File: config.mk
export PLATFORM = sky130hd
export DESIGN_NAME = reader_trigger_result_io
export DESIGN_NICKNAME = d
export VERILOG_FILES = /design/src/design/ms_tick_gen.v /design/src/design/reader_trigger_result_io.v
export VERILOG_INCLUDE_DIRS = /design/src /design/src/include
export SDC_FILE = /design/constraint.sdc
export NUM_CORES = 1
export LEC_CHECK = 0
export BUFFER_PORTS_ARGS = -buffer_cell sky130_fd_sc_hd__buf_2
export CAP_MARGIN = 20
export CORE_UTILIZATION = 26
export CTS_CLUSTER_SIZE = 10
export DETAILED_ROUTE_END_ITERATION = 10
export PLACE_DENSITY_LB_ADDON = 0.15
export SLEW_MARGIN = 20
export SYNTH_ARGS = -nofsm -noshare
export SYNTH_HDL_FRONTEND = slang
export SYNTH_HIERARCHICAL = 1
export SYNTH_SLANG_ARGS = --single-unit
File: constraint.sdc
create_clock -name clk -period 5.9 [get_ports clk]
set_input_delay 1.77 -clock clk [delete_from_list [all_inputs] [get_ports clk]]
set_output_delay 1.77 -clock clk [all_outputs]
set_load 0.01 [all_outputs]
File: src/include/trig_result_map.vh
`ifndef TRIG_RESULT_MAP_VH
`define TRIG_RESULT_MAP_VH
// Register byte offsets.
`define OFS_TRIG1_CFG 8'h00
`define OFS_TRIG2_CFG 8'h04
`define OFS_OUT_CFG 8'h08
`define OFS_PULSE_MS 8'h0C
`define OFS_EVENTS 8'h10
`define OFS_IRQ_STAT 8'h14
`define OFS_IRQ_MASK 8'h18
`define OFS_STATUS 8'h1C
`define OFS_FLASH_US 8'h20
// Second trigger roles.
`define ROLE_NONE 2'h0
`define ROLE_PATH_TICK 2'h1
`define ROLE_TEACH 2'h2
`define ROLE_END 2'h3
// Result output functions.
`define FN_OFF 3'h0
`define FN_READY 3'h1
`define FN_GOOD 3'h2
`define FN_NOREAD 3'h3
`define FN_MATCH 3'h4
`define FN_FLASH 3'h5
// Flash behaviours for the first output.
`define FLASH_PULSE 1'b0
`define FLASH_STATIC 1'b1
// Reset values.
`define RST_TRIG1_CFG 32'h0000_000A
`define RST_TRIG2_CFG 32'h0000_0A00
`define RST_OUT_CFG 32'h0000_0021
`define RST_PULSE_MS 16'h0064
`define RST_FLASH_US 16'h03E8
// Timing.
`define CLK_HZ 25000000
`define US_PER_S 1000000
`define MS_PER_S 1000
`endif

File: src/design/ms_tick_gen.v
`timescale 1ns/100ps
`include "trig_result_map.vh"
// Divides the system clock down to millisecond and microsecond ticks.
module ms_tick_gen #(
  parameter CLK_HZ = `CLK_HZ
) (
  input wire clk,
  input wire rst_b,
  output reg us_tick,
  output reg ms_tick
);
  // Below one clock per microsecond the microsecond tick fires on every clock.
  localparam US_RAW = CLK_HZ / `US_PER_S;
  localparam US_CYC = (US_RAW > 0) ? US_RAW : 1;
  // The millisecond count is kept apart so slow clocks still give exact milliseconds.
  // Clocks above about 65 MHz would overflow this 16-bit count.
  localparam MS_CYC = CLK_HZ / `MS_PER_S;
  reg [15:0] us_cnt_r;
  reg [15:0] ms_cnt_r;
  always @(posedge clk or negedge rst_b) begin
    if (!rst_b) begin
      us_cnt_r <= 16'h0000;
      ms_cnt_r <= 16'h0000;
      us_tick <= 1'b0;
      ms_tick <= 1'b0;
    end else begin
      us_tick <= 1'b0;
      ms_tick <= 1'b0;
      if (us_cnt_r == US_CYC[15:0] - 16'h0001) begin
        us_cnt_r <= 16'h0000;
        us_tick <= 1'b1;
      end else begin
        us_cnt_r <= us_cnt_r + 16'h0001;
      end
      if (ms_cnt_r == MS_CYC[15:0] - 16'h0001) begin
        ms_cnt_r <= 16'h0000;
        ms_tick <= 1'b1;
      end else begin
        ms_cnt_r <= ms_cnt_r + 16'h0001;
      end
    end
  end
endmodule // ms_tick_gen

File: src/design/reader_trigger_result_io.v
// Decided for this implementation: register access over Wishbone and the address map.
`timescale 1ns/100ps
`include "trig_result_map.vh"
module reader_trigger_result_io #(
  parameter CLK_HZ = `CLK_HZ
) (
  input wire clk,
  input wire rst_b,
  input wire [31:0] wb_adr_i,
  input wire [31:0] wb_dat_i,
  input wire [3:0] wb_sel_i,
  input wire wb_we_i,
  input wire wb_cyc_i,
  input wire wb_stb_i,
  output reg [31:0] wb_dat_o,
  output reg wb_ack_o,
  input wire trig1_pin,
  input wire trig2_pin,
  input wire reading_op,
  input wire ev_good,
  input wire ev_noread,
  input wire ev_match,
  input wire flash_req,
  output reg result1_pin,
  output reg result2_pin,
  output reg result_lamp,
  output reg interval_active,
  output reg path_tick,
  output reg teach_pulse,
  output reg irq
);
  // Trigger config: [7:0] debounce ms, [8] invert, [23:16] start delay ms or path ticks, [31:24] stop delay ms.
  // Trigger two config: [7:0] debounce ms, [8] invert, [13:12] role, [31:24] stop delay ms.
  // Output config: [2:0] fn1, [3] inv1, [6:4] fn2, [7] inv2, [8] flash behaviour.
  reg [31:0] trig1_cfg_r;
  reg [31:0] trig2_cfg_r;
  reg [31:0] out_cfg_r;
  reg [15:0] pulse_ms_r;
  reg [15:0] flash_us_r;
  reg [2:0] irq_stat_r;
  reg [2:0] irq_mask_r;
  reg [2:0] events_r;
  wire us_tick;
  wire ms_tick;
  ms_tick_gen #(.CLK_HZ(CLK_HZ)) u_tick (
    .clk(clk),
    .rst_b(rst_b),
    .us_tick(us_tick),
    .ms_tick(ms_tick)
  );
  // Pin synchronisers: a change counts once stages two and three agree.
  reg [2:0] t1_sync_r;
  reg [2:0] t2_sync_r;
  always @(posedge clk or negedge rst_b) begin
    if (!rst_b) begin
      t1_sync_r <= 3'h0;
      t2_sync_r <= 3'h0;
    end else begin
      t1_sync_r <= {t1_sync_r[1:0], trig1_pin};
      t2_sync_r <= {t2_sync_r[1:0], trig2_pin};
    end
  end
  // Debounce: a new level must hold for the configured milliseconds.
  reg t1_lvl_r;
  reg t2_lvl_r;
  reg [7:0] t1_db_r;
  reg [7:0] t2_db_r;
  wire t1_agree = (t1_sync_r[1] == t1_sync_r[2]);
  wire t2_agree = (t2_sync_r[1] == t2_sync_r[2]);
  wire t1_act = t1_sync_r[2] ^ trig1_cfg_r[8];
  wire t2_act = t2_sync_r[2] ^ trig2_cfg_r[8];
  always @(posedge clk or negedge rst_b) begin
    if (!rst_b) begin
      t1_lvl_r <= 1'b0;
      t2_lvl_r <= 1'b0;
      t1_db_r <= 8'h00;
      t2_db_r <= 8'h00;
    end else begin
      if (!t1_agree || t1_act == t1_lvl_r) begin
        t1_db_r <= 8'h00;
      end else if (t1_db_r >= trig1_cfg_r[7:0]) begin
        t1_lvl_r <= t1_act;
        t1_db_r <= 8'h00;
      end else if (ms_tick) begin
        t1_db_r <= t1_db_r + 8'h01;
      end
      if (!t2_agree || t2_act == t2_lvl_r) begin
        t2_db_r <= 8'h00;
      end else if (t2_db_r >= trig2_cfg_r[7:0]) begin
        t2_lvl_r <= t2_act;
        t2_db_r <= 8'h00;
      end else if (ms_tick) begin
        t2_db_r <= t2_db_r + 8'h01;
      end
    end
  end
  reg t1_prev_r;
  reg t2_prev_r;
  always @(posedge clk or negedge rst_b) begin
    if (!rst_b) begin
      t1_prev_r <= 1'b0;
      t2_prev_r <= 1'b0;
    end else begin
      t1_prev_r <= t1_lvl_r;
      t2_prev_r <= t2_lvl_r;
    end
  end
  wire t1_rise = t1_lvl_r & ~t1_prev_r;
  wire t1_fall = ~t1_lvl_r & t1_prev_r;
  wire t2_rise = t2_lvl_r & ~t2_prev_r;
  wire [1:0] role = trig2_cfg_r[13:12];
  // Reading interval state machine with start and stop delays.
  localparam ST_IDLE = 2'h0;
  localparam ST_START = 2'h1;
  localparam ST_OPEN = 2'h2;
  localparam ST_STOP = 2'h3;
  reg [1:0] state_r;
  reg [7:0] dly_r;
  reg [7:0] stop_lim_r;
  reg end_pulse_r;
  always @(posedge clk or negedge rst_b) begin
    if (!rst_b) begin
      state_r <= ST_IDLE;
      dly_r <= 8'h00;
      stop_lim_r <= 8'h00;
      end_pulse_r <= 1'b0;
      interval_active <= 1'b0;
      path_tick <= 1'b0;
      teach_pulse <= 1'b0;
    end else begin
      end_pulse_r <= 1'b0;
      path_tick <= (role == `ROLE_PATH_TICK) & t2_rise;
      teach_pulse <= (role == `ROLE_TEACH) & t2_rise;
      case (state_r)
        ST_IDLE: begin
          dly_r <= 8'h00;
          if (t1_rise) begin
            state_r <= ST_START;
          end
        end
        ST_START: begin
          // Start delay counts path ticks when that role is chosen, else milliseconds.
          if (dly_r >= trig1_cfg_r[23:16]) begin
            state_r <= ST_OPEN;
            interval_active <= 1'b1;
          end else if ((role == `ROLE_PATH_TICK) ? t2_rise : ms_tick) begin
            dly_r <= dly_r + 8'h01;
          end
        end
        ST_OPEN: begin
          dly_r <= 8'h00;
          if ((role == `ROLE_END) && t2_rise) begin
            state_r <= ST_STOP;
            stop_lim_r <= trig2_cfg_r[31:24];
          end else if (t1_fall) begin
            state_r <= ST_STOP;
            stop_lim_r <= trig1_cfg_r[31:24];
          end
        end
        default: begin
          if (dly_r >= stop_lim_r) begin
            state_r <= ST_IDLE;
            interval_active <= 1'b0;
            end_pulse_r <= 1'b1;
          end else if (ms_tick) begin
            dly_r <= dly_r + 8'h01;
          end
        end
      endcase
    end
  end
  wire open_pulse = (state_r == ST_START) && (dly_r >= trig1_cfg_r[23:16]);
  // Event flags per interval; a new interval clears them first.
  wire [2:0] ev_in = {ev_match, ev_noread, ev_good};
  always @(posedge clk or negedge rst_b) begin
    if (!rst_b) begin
      events_r <= 3'h0;
    end else if (open_pulse) begin
      events_r <= 3'h0;
    end else if (interval_active) begin
      events_r <= events_r | ev_in;
    end
  end
  // Result outputs, one per generate entry.
  wire [1:0] out_raw;
  genvar g;
  generate
    for (g = 0; g < 2; g = g + 1) begin : g_out
      wire [2:0] fn = out_cfg_r[4*g+2:4*g];
      wire flash = (g == 0) && (fn == `FN_FLASH);
      reg [15:0] cnt_r;
      reg on_r;
      reg hit;
      always @* begin
        hit = 1'b0;
        case (fn)
          `FN_GOOD: hit = events_r[0];
          `FN_NOREAD: hit = events_r[1];
          `FN_MATCH: hit = events_r[2];
          default: hit = 1'b0;
        endcase
      end
      always @(posedge clk or negedge rst_b) begin
        if (!rst_b) begin
          cnt_r <= 16'h0000;
          on_r <= 1'b0;
        end else if (flash) begin
          // Flash timing runs in microseconds so short lamp pulses stay precise.
          if (out_cfg_r[8] == `FLASH_STATIC) begin
            on_r <= interval_active;
          end else if (flash_req) begin
            on_r <= 1'b1;
            cnt_r <= flash_us_r;
          end else if (on_r && us_tick) begin
            if (cnt_r <= 16'h0001) begin
              on_r <= 1'b0;
            end
            cnt_r <= cnt_r - 16'h0001;
          end
        end else if (fn == `FN_READY) begin
          on_r <= reading_op;
        end else if (end_pulse_r && hit) begin
          on_r <= (pulse_ms_r != 16'h0000);
          cnt_r <= pulse_ms_r;
        end else if (on_r && ms_tick) begin
          if (cnt_r <= 16'h0001) begin
            on_r <= 1'b0;
          end
          cnt_r <= cnt_r - 16'h0001;
        end else if (!on_r) begin
          cnt_r <= 16'h0000;
        end
      end
      assign out_raw[g] = on_r ^ out_cfg_r[4*g+3];
    end
  endgenerate
  always @(posedge clk or negedge rst_b) begin
    if (!rst_b) begin
      result1_pin <= 1'b0;
      result2_pin <= 1'b0;
      result_lamp <= 1'b0;
      irq <= 1'b0;
    end else begin
      result1_pin <= out_raw[0];
      result2_pin <= out_raw[1];
      result_lamp <= g_out[1].on_r & reading_op;
      irq <= |(irq_stat_r & irq_mask_r);
    end
  end
  // Wishbone slave: ack one cycle after the strobe, dropped the cycle after.
  wire req = wb_cyc_i & wb_stb_i & ~wb_ack_o;
  wire wr = req & wb_we_i & wb_sel_i[0];
  wire [7:0] adr = wb_adr_i[7:0];
  // Status events: bit0 interval end, bit1 teach trigger, bit2 interval open.
  wire [2:0] irq_set = {open_pulse, (role == `ROLE_TEACH) & t2_rise, end_pulse_r};
  always @(posedge clk or negedge rst_b) begin
    if (!rst_b) begin
      trig1_cfg_r <= `RST_TRIG1_CFG;
      trig2_cfg_r <= `RST_TRIG2_CFG;
      out_cfg_r <= `RST_OUT_CFG;
      pulse_ms_r <= `RST_PULSE_MS;
      flash_us_r <= `RST_FLASH_US;
      irq_stat_r <= 3'h0;
      irq_mask_r <= 3'h0;
      wb_ack_o <= 1'b0;
      wb_dat_o <= 32'h0000_0000;
    end else begin
      wb_ack_o <= req;
      if (wr && adr == `OFS_TRIG1_CFG) begin
        trig1_cfg_r <= wb_dat_i;
      end else if (wr && adr == `OFS_TRIG2_CFG) begin
        trig2_cfg_r <= wb_dat_i;
      end else if (wr && adr == `OFS_OUT_CFG) begin
        out_cfg_r <= wb_dat_i;
      end else if (wr && adr == `OFS_PULSE_MS) begin
        pulse_ms_r <= wb_dat_i[15:0];
      end else if (wr && adr == `OFS_FLASH_US) begin
        flash_us_r <= wb_dat_i[15:0];
      end else if (wr && adr == `OFS_IRQ_MASK) begin
        irq_mask_r <= wb_dat_i[2:0];
      end
      // A set in the same cycle as a clear wins.
      if (wr && adr == `OFS_IRQ_STAT) begin
        irq_stat_r <= (irq_stat_r & ~wb_dat_i[2:0]) | irq_set;
      end else begin
        irq_stat_r <= irq_stat_r | irq_set;
      end
      wb_dat_o <= 32'h0000_0000;
      if (req && !wb_we_i) begin
        if (adr == `OFS_TRIG1_CFG) begin
          wb_dat_o <= trig1_cfg_r;
        end else if (adr == `OFS_TRIG2_CFG) begin
          wb_dat_o <= trig2_cfg_r;
        end else if (adr == `OFS_OUT_CFG) begin
          wb_dat_o <= out_cfg_r;
        end else if (adr == `OFS_PULSE_MS) begin
          wb_dat_o <= {16'h0000, pulse_ms_r};
        end else if (adr == `OFS_FLASH_US) begin
          wb_dat_o <= {16'h0000, flash_us_r};
        end else if (adr == `OFS_EVENTS) begin
          wb_dat_o <= {29'h0000_0000, events_r};
        end else if (adr == `OFS_IRQ_STAT) begin
          wb_dat_o <= {29'h0000_0000, irq_stat_r};
        end else if (adr == `OFS_IRQ_MASK) begin
          wb_dat_o <= {29'h0000_0000, irq_mask_r};
        end else if (adr == `OFS_STATUS) begin
          wb_dat_o <= {26'h000_0000, state_r, t2_lvl_r, t1_lvl_r, result2_pin, result1_pin};
        end
      end
    end
  end
endmodule // reader_trigger_result_io

## After elaboration in Yosys (flattened, before gate mapping)

Index checks and enable logic that the tools add are counted.

| storage, ports and cells | value |
|---|---|
| bits of input ports | 80 |
| bits in registers | 290 |
| logic and storage cells | 241 |
| output and inout port bits | 40 |

| cells by class | value |
|---|---|
| bitwise gates (word level) | 33 |
| eq/ne operators | 40 |
| $lt $le $gt $ge | 6 |
| reductions and logical operators | 51 |
| mux-type cells | 67 |
| $add $sub $neg | 7 |

Operators with widths:

| kind | count |
|---|---|
| 2-to-1 mux 16 bit | 15 |
| 2-to-1 mux 32 bit | 4 |
| 2-to-1 mux 8 bit | 12 |
| adder 16 x 1 -> 16 bit, second input constant | 2 |
| == test 8 x 5 -> 1 bit, second input constant | 4 |
| >= comparator 8 bit | 4 |
| less-or-equal comparator 16 x 1 -> 1 bit, second input constant | 2 |
| subtractor 16 x 1 -> 16 bit, second input constant | 2 |
| adder 8 x 1 -> 8 bit, second input constant | 3 |
| 2-to-1 mux 6 bit | 4 |
| 2-to-1 mux 1 bit | 19 |
| == test 16 x 15 -> 1 bit, second input constant | 1 |
| == test 16 x 5 -> 1 bit, second input constant | 1 |
| == test 8 x 4 -> 1 bit, second input constant | 2 |
| one-hot mux 8 bit (2 select lines) | 1 |
| AND reduction 4 bit | 4 |
| nonzero test 16 bit | 1 |
| logical AND 1 bit | 15 |
| nonzero test 3 bit | 5 |
| AND reduction 2 bit | 7 |
| NOT 1 bit | 13 |
| == test 3 x 2 -> 1 bit, second input constant | 4 |
| inequality test 2 bit, second input constant | 6 |
| AND 1 bit | 10 |
| other kinds (32) | 63 |

## Logic depth before layout (Yosys ltp)

Gate-level depths: netlist (run 1).

| logic depth | value |
|---|---|
| depth in word-level cells | 11 |
| gate-level depth with buffers | 9 |
| depth with buffers taken out | 8 |

## Modules after synthesis

Netlist (run 1), hierarchy kept.

By module, submodules not included:

| module | times used | seq. area each (um^2) | area an instance (um^2) | cells each |
|---|---|---|---|---|
| reader_trigger_result_io | 1 | 6424.9 | 13126.3 | 1221 |
| ms_tick_gen | 1 | 850.8 | 1511.4 | 134 |

## Worst setup path after synthesis (run 1)

Ideal clock, no wire load.

| timing | value |
|---|---|
| path kind | input to register |
| start point | input port wb_adr_i[3] |
| end point | register trig1_cfg_r[29] |
| path buffers | 3 |
| setup time | 0.127 ns |
| arrival | 3.201 ns |
| path slack | 2.571 ns |
| stages | 8 |
| required time | 5.773 ns |
| path through | buf_2 > nor2_1 > nand2_2 > nor2_4 > and2_1 > buf_4 > buf_4 > mux2_1 |

| between the ends | value |
|---|---|
| longest elaborated chain between the ends | 2 |

Ends and longest elaborated chain:

| what | RTL line | RTL |
|---|---|---|
| start, declared | reader_trigger_result_io.v:9 | `input wire [31:0] wb_adr_i,` |
| logical NOT 8 bit (no line) | - |  |
| logical AND 1 bit (no line) | - |  |
| end signal, assigned | reader_trigger_result_io.v:258 | `` trig1_cfg_r <= `RST_TRIG1_CFG; `` |
| end signal, assigned | reader_trigger_result_io.v:270 | `trig1_cfg_r <= wb_dat_i;` |
| end, declared | reader_trigger_result_io.v:35 | `reg [31:0] trig1_cfg_r;` |

Every way passes these cells.
A chain may end at the register's enable or synchronous reset.

## Worst setup path in the final report (run 1)

| timing | value |
|---|---|
| start point | input port wb_adr_i[1] |
| end point | register trig2_cfg_r[26] |

| between the ends | value |
|---|---|
| longest elaborated chain between the ends | 4 |
| elaborated cells on any way between the ends | 6 |
| classes of those cells | eq/ne (1); bitwise (1); reduce/logical (4) |

Ends and longest elaborated chain:

| what | RTL line | RTL |
|---|---|---|
| logical NOT 8 bit (no line) | - |  |
| logical AND 1 bit (no line) | - |  |
| NOT 1 bit (no line) | - |  |
| AND reduction 2 bit (no line) (*) | - |  |
| end signal, assigned | reader_trigger_result_io.v:259 | `` trig2_cfg_r <= `RST_TRIG2_CFG; `` |
| end signal, assigned | reader_trigger_result_io.v:272 | `trig2_cfg_r <= wb_dat_i;` |
| end, declared | reader_trigger_result_io.v:36 | `reg [31:0] trig2_cfg_r;` |

Every way passes the cells marked *; elsewhere a longest branch is shown, timed or not.

==> flow_metrics.py, run 1 <==
metrics = {
    "cts": {
        "clock-sinks": 290,
        "root_buffer": "clkbuf_16",
        "cts_setup_buffers": 0,
        "cts_tree": "built",
        "cts_buffer_depth": 3,
        "clk_pin_slew_ps": 60,
        "clk_latency_ps": 560,
        "post_cts_resized": 0,
        "cts_buffers": 38,
        "cts_hold_buf": 0,
        "htreeDepth": 2,
    },
    "pwr": {
        "internal-power_mw": 3.484,
        "clockPowerShare": 0.513,
        "p_sw_mw": 1.045,
        "pwr-share-seq": 0.447,
        "powerDensity_nw_per_um2": 264.6,
        "ir_drop_v": 0.0001672,
        "combPwrFrac": 0.039,
        "leakagePower_nw": 7.851,
        "swShare": 0.2307,
    },
    "synth": {
        "yosysSeqAreaShare": 0.4971,
        "ys.flop_type": "dfrtp_1",
        "synth.distinct_cells": 82,
        "yosysTopAreaCell": "dfrtp_1",
        "synth_nets": 1481,
        "yosysTopAreaCellShare": 0.4701,
        "netlist_instances": 1355,
        "synth-async-reset-ratio": 1.000,
        "synth-edff-count": 0,
        "syn_area_um2": 14640,
        "ys_seq_elements": 290,
        "avgSynthCellArea_um2": 10.80,
        "synth_area_leaders": "dfrtp_1, mux2_2, mux2_4, ha_1, o21ai_0",
        "ys_warn_count": 6,
    },
    "layout": {
        "fin_cells": 2220,
        "drive_above_1_share": 0.2203,
        "final_common_cell": "dfrtp_1",
        "layout_common_cells": "dfrtp_1, nand2_1, nor2_1",
        "nets": 1570,
        "syn_to_final_growth_pct": 16.94,
        "fin_area_um2": 17120,
        "utilization": 0.3095,
    },
    "global_route": {
        "antenna_found_initial": 2,
        "grt_max_degree": 96,
        "grt_pass1_vias": 11098,
        "grt_use_total": 0.1602,
        "grt_pass1_wl_mm": 69.39,
        "grt.overflow.total": 0,
    },
    "critical_path": {
        "max_stage_delay_ps": 630,
        "arrival_ps": 4340,
        "crit_type": "in2reg",
        "critical_path_required_ps": 6340,
        "path_max_fanout": 18,
        "crit_path_end_kind": "flip-flop",
        "cp_num_buf_inv": 2,
        "start_kind": "input port",
        "crit_chain": "buf_2, nor2_1, nand2_1, nor2_4, nand3_4, buf_4, mux2_4",
        "worst_path_dominant_cell_family": "simple AND/OR/NAND/NOR gates",
        "r2r_slack_ps": 3000,
        "slowest_stage": "nor2_4",
    },
    "routing": {
        "wl_mm": 44.48,
        "vias_per_cell": 4.886,
        "drcViolationCount": 0,
        "met1_length_mm": 20.59,
        "ant_nets": 0,
        "dr.pass1.iters": 6,
        "met2_length_mm": 20.97,
        "via_count": 10848,
        "first_iter_violations": 717,
        "wl_met3_mm": 1.930,
        "top_layer": "met5",
        "wl_per_cell_um": 20.04,
    },
    "timing": {
        "worst_pin_slew_ps": 985.9,
        "slew_headroom": 0.3367,
        "slew_violations": 0,
        "min_period_ps": 3906,
        "fin_crit_sh": 0.6621,
        "setup_viol": 0,
        "fmax_ghz": 0.2560,
        "rsz0062_at_grt": "no",
        "hold_violations": 0,
        "clock_skew_ps": 11.47,
        "fin_tns_setup_ps": 0,
        "layout_setup_ws_ps": 1994,
    },
    "floorplanning": {
        "start_util": 0.2647,
        "die_height_um": 239.3,
        "die_x_um": 239.3,
        "rows": 86,
        "die_area_um2": 57250,
        "io_pins": 120,
        "coreArea_um2": 55310,
    },
    "placed_design": {
        "port_buffers": 92,
        "dp.cells": 2152,
        "gp_congestion": 0.8419,
        "dp_slack_ps": 1407,
        "dpl-instance-area_um2": 15870,
        "dpl.hpwl_mm": 31.00,
    },
    "status": {
        "status": "finished, final reports clean",
    },
    "worst_hold_path": {
        "hold_class": "reg2reg",
    },
    "job": {
        "cap_violations": 0,
    },
}
## flip-flops by register name, summed over array words and instances (netlist names), 8 cells and up
register,cells
dly_r,8
flash_us_r,16
g_out.cnt_r,32
out_cfg_r,32
pulse_ms_r,16
stop_lim_r,8
t1_db_r,8
t2_db_r,8
trig1_cfg_r,32
trig2_cfg_r,32
u_tick/ms_cnt_r,16
u_tick/us_cnt_r,16
wb_dat_o,32
## routing by layer
layer | vias up | GRT usage
met4 | 2 | 0.04584
li1 | 5108 | -
met1 | 5440 | 0.2163
met5 | - | 0
met3 | 63 | 0.03261
met2 | 235 | 0.2580
## worst reg2reg max path: stages (launching register included)
cell     delay [ps]
dfstp_2         590
o21ai_1          90
o22ai_1         220
and3_1          850
o22a_1          610
o21ai_0         170
a22o_1          260
## cells in the mapped netlist (5+ instances only)
cell / count
dfrtp_1: 275
nand2_1: 113
nor2_1: 98
o21ai_0: 90
mux2_2: 73
a21oi_1: 67
inv_1: 56
ha_1: 46
a22oi_1: 40
mux2_4: 40
nand3_1: 31
nor3_1: 26
xnor2_1: 26
clkbuf_1: 25
xor2_1: 24
buf_2: 22
dfstp_2: 15
nand2b_1: 15
nand4_1: 15
nor4_1: 15
a222oi_1: 13
and3_1: 13
mux2i_1: 13
o31ai_1: 13
a21o_1: 12
a221oi_1: 11
a31oi_1: 10
mux2_1: 10
o21a_1: 10
buf_6: 9
a211oi_1: 8
a22o_1: 8
nor2b_1: 7
nor3b_1: 6
or3_1: 6
o211ai_1: 5
o22ai_1: 5
or2_2: 5
## power by group through the flow
stage | combinational (mW) | clock, mW | sequential (mW)
after floorplan | 0.0745 | 0 | 2.05
after global placement | 0.182 | 0 | 2.06
after detailed placement | 0.183 | 0 | 2.06
after CTS | 0.184 | 2.41 | 2.02
after global routing | 0.203 | 2.49 | 2.03
final | 0.178 | 2.33 | 2.03
## area by class of cell
| type | instances | area, um^2 |
|---|---|---|
| Antenna cell | 1 | 2.502 |
| Clock buffer | 60 | 1114 |
| Clock inverter | 7 | 128.9 |
| Fill cell | 5799 | 38190 |
| Inverter | 57 | 214.0 |
| Multi-Input combinational cell | 947 | 6817 |
| Sequential cell | 290 | 7276 |
| Tap cell | 748 | 935.9 |
| Timing Repair Buffer | 110 | 630.6 |
## path summary, 6_finish.rpt
check	startpoint	end	cells past startpoint
worst max-delay path	wb_adr_i[1]	trig2_cfg_r[26]	7
worst min-delay path	t2_sync_r[0]	t2_sync_r[1]	0
worst max register to register	out_cfg_r[0]	g_out[0].cnt_r[11]	6
worst min register to register	t2_sync_r[0]	t2_sync_r[1]	0
max in group asynchronous	rst_b	g_out[1].cnt_r[10]	2
min in group asynchronous	rst_b	g_out[0].cnt_r[14]	1
## through the flow
step | hold slack (ps) | power [mW]
after floorplan | 331.2 | 2.127
after global placement | 344.0 | 2.242
after detailed placement | 339.5 | 2.243
after CTS | 362.5 | 4.618
after global routing | 361.9 | 4.719
final | 347.3 | 4.529
## cells by family after synthesis
group	Yosys count	share of synthesized area
buf+inv	118	0.03752
xor+xnor	50	0.02992
compound gates	321	0.1427
simple gates	393	0.1382
mux	137	0.1153
fa+ha+maj	46	0.03932
flops	290	0.4971
No activity file was read; power rests on OpenSTA's default activity.
==> run 2, diff against run 1 <==
ABC_AREA = 1   (was default)
clock period = 4 ns   (was 5.9 ns; I/O delays follow)
==> run 2 against run 1 <==
First-iteration DRC count rose by 21%. Die area rose by 3.2%. Sequential share of layout area fell by 1.3 points. Synthesized area rose by 3.2%. Via count rose by 17%. Total power rose by 70%. Non-clock buffer count rose by 1. Sequential power rose by 60%. Largest cell class unchanged. Synthesized cell count rose by 40%.
==> flow_metrics.py, run 2 <==
metrics = {
    "critical_path": {
        "max_stage_delay_ps": 500,
        "crit_path_end_kind": "flip-flop",
        "cp_num_buf_inv": 4,
        "crit_type": "in2reg",
        "regToRegStartpoint": "out_cfg_r[5]",
        "crit_chain": "buf_2, inv_1, nand2_1, inv_1, nand2_1, nor2_4, buf_4, nand2_1, a41oi_1",
        "arrival_ps": 3080,
        "startpoint": "wb_adr_i[6]",
        "critical_path_required_ps": 4410,
        "path_max_fanout": 19,
        "crit_top_cell": "nand2_1",
        "start_kind": "input port",
        "worst_path_dominant_cell_family": "simple AND/OR/NAND/NOR gates",
        "slowest_stage": "nor2_4",
    },
    "placed_design": {
        "dp.cells": 2722,
        "dp_slack_ps": 830.6,
        "dpl.hpwl_mm": 32.69,
        "gp_congestion": 0.8524,
        "port_buffers": 92,
    },
    "global_route": {
        "antenna_found_initial": 1,
        "grt_pass1_wl_mm": 72.97,
        "grt_max_degree": 68,
        "grt.overflow.total": 0,
        "grt_pass1_vias": 12511,
        "grt_use_total": 0.1581,
    },
    "synth": {
        "synth_commonest_cells": "nand2_1, dfrtp_1, nor2_1",
        "yosysSeqAreaShare": 0.4814,
        "synth-async-reset-ratio": 1.000,
        "yosysTopAreaCellShare": 0.4553,
        "synth_area_leaders": "dfrtp_1, nand2_1, o21ai_0, nor2_1, inv_1",
        "avgSynthCellArea_um2": 7.954,
        "synth_most_common_cell": "nand2_1",
        "synth_nets": 2026,
        "ys.flop_type": "dfrtp_1",
        "ys_seq_elements": 290,
        "netlist_instances": 1900,
        "synth.distinct_cells": 48,
        "yosysTopAreaCell": "dfrtp_1",
        "ys_warn_count": 6,
        "syn_area_um2": 15110,
        "synth-edff-count": 0,
    },
    "layout": {
        "final_common_cell": "nand2_1",
        "layout_common_cells": "nand2_1, dfrtp_1, inv_1",
        "fin_cells": 2792,
        "drive_above_1_share": 0.1283,
        "nets": 2123,
        "syn_to_final_growth_pct": 16.76,
    },
    "status": {
        "status": "finished, final reports clean",
    },
    "pwr": {
        "leakagePower_nw": 8.470,
        "total_power_mw": 7.686,
        "swShare": 0.2959,
        "pwr-share-seq": 0.422,
        "ir_drop_v": 0.0002409,
        "combPwrFrac": 0.149,
        "clockPowerShare": 0.429,
        "p_sw_mw": 2.275,
        "powerDensity_nw_per_um2": 435.6,
        "internal-power_mw": 5.412,
    },
    "routing": {
        "drcViolationCount": 0,
        "wl_per_cell_um": 16.41,
        "ant_nets": 0,
        "via_count": 12658,
        "first_iter_violations": 865,
        "vias_per_cell": 4.534,
        "wl_mm": 45.81,
        "dr.pass1.iters": 5,
    },
    "floorplanning": {
        "die_area_um2": 59100,
        "start_util": 0.2625,
        "io_pins": 120,
        "rows": 88,
        "die_x_um": 243.1,
        "coreArea_um2": 57590,
        "die_height_um": 243.1,
    },
    "timing": {
        "rsz0062_at_grt": "no",
        "worst_pin_slew_ps": 887.1,
        "setup_viol": 0,
        "min_period_ps": 2666,
        "fin_crit_sh": 0.6665,
        "slew_violations": 0,
        "layout_setup_ws_ps": 1334,
        "fmax_ghz": 0.3751,
        "slew_headroom": 0.4064,
        "fin_tns_setup_ps": 0,
        "hold_violations": 0,
        "clock_skew_ps": 15.01,
    },
    "cts": {
        "cts_buffers": 38,
        "post_cts_resized": 0,
        "cts_buffer_depth": 3,
        "clk_pin_slew_ps": 50,
        "cts_hold_buf": 0,
        "clk_latency_ps": 550,
        "cts_setup_buffers": 0,
        "clock-sinks": 290,
        "cts_tree": "built",
        "root_buffer": "clkbuf_16",
        "htreeDepth": 2,
    },
    "worst_hold_path": {
        "holdCritStartpoint": "t2_sync_r[0]",
        "hold_class": "reg2reg",
    },
    "job": {
        "cap_violations": 0,
    },
}
-- run 2: cell count changes in the layout (fill, tap and decap cells not counted), moves of 15 or more --
cell      before  now
a21oi_1       67   91
inv_1         56  198
xnor2_1       26   11
nand2_1      113  501
nand2b_1      15    0
mux2_2        73    0
o21ai_0       90  176
a22oi_1       40    4
nand4_1       15   31
nand3_1       31   76
mux2_4        40    0
o21ai_1        4   43
nor2_1        97  197
-- run 2: power by group through the flow --
stage                     Clock [mW]  Sequential (mW)  Combinational, mW
final                           3.30             3.25               1.14
after global routing            3.53             3.27               1.34
after CTS                       3.42             3.25               1.16
after detailed placement           0             3.30               1.16
after global placement             0             3.29               1.14
after floorplan                    0             3.24              0.806
-- run 2: path summary, 6_finish.rpt --
check,end,slack [ps],cells past startpoint
worst max-delay path,wb_dat_o[12],1330,9
worst min-delay path,t2_sync_r[1],350,0
worst max register to register,g_out[1].cnt_r[13],1420,10
worst min register to register,t2_sync_r[1],350,0
max in group asynchronous,pulse_ms_r[6],2560,2
min in group asynchronous,g_out[1].cnt_r[6],620,1
-- run 2: routing by layer --
metal / global-route usage / wire (um)
met1: 0.2243 / 22470
met2: 0.2520 / 20660
met5: 0 / 0
met4: 0.04569 / 968
met3: 0.01791 / 1702
-- run 2: kinds of logic after synthesis --
logic type | count (synthesis) | synth area share
flip-flops | 290 | 0.4814
AO/OA/AOI/OAI | 362 | 0.1284
adder cells (fa/ha/maj) | 46 | 0.03808
buffers and inverters | 268 | 0.07161
AND/OR/NAND/NOR | 886 | 0.2527
XOR/XNOR | 48 | 0.02782
-- run 2: stage by stage --
stage	hold slack, ps	instance area, um^2	util
finish	350.6	17650	0.3064
global route	367.3	17650	0.3064
CTS	355.0	17640	0.3064
detailed placement	342.7	16450	0.2857
global placement	336.8	16450	0.2857
floorplan	331.2	15110	-
-- run 2: layout make-up --
class                   count  area [um^2]
clock inverters             7        53.80
inverters                 214        805.8
multi-input cells        1342         6760
repair buffers            111        650.6
flip-flops and latches    290         7276
fillers                  6193        39940
diodes                      1        2.502
clock buffers              62         1141
well taps                 765        957.2
-- run 2: worst register-to-register path: stages (launching register included) --
cell and delay [ps]:
dfstp_2 550, or2_1 120, nand3_1 120, nor2_4 380
nor2_2 80, nand2_1 70, nand2_1 300, inv_1 590
nand2_1 100, nor2_1 120, nor2_1 40
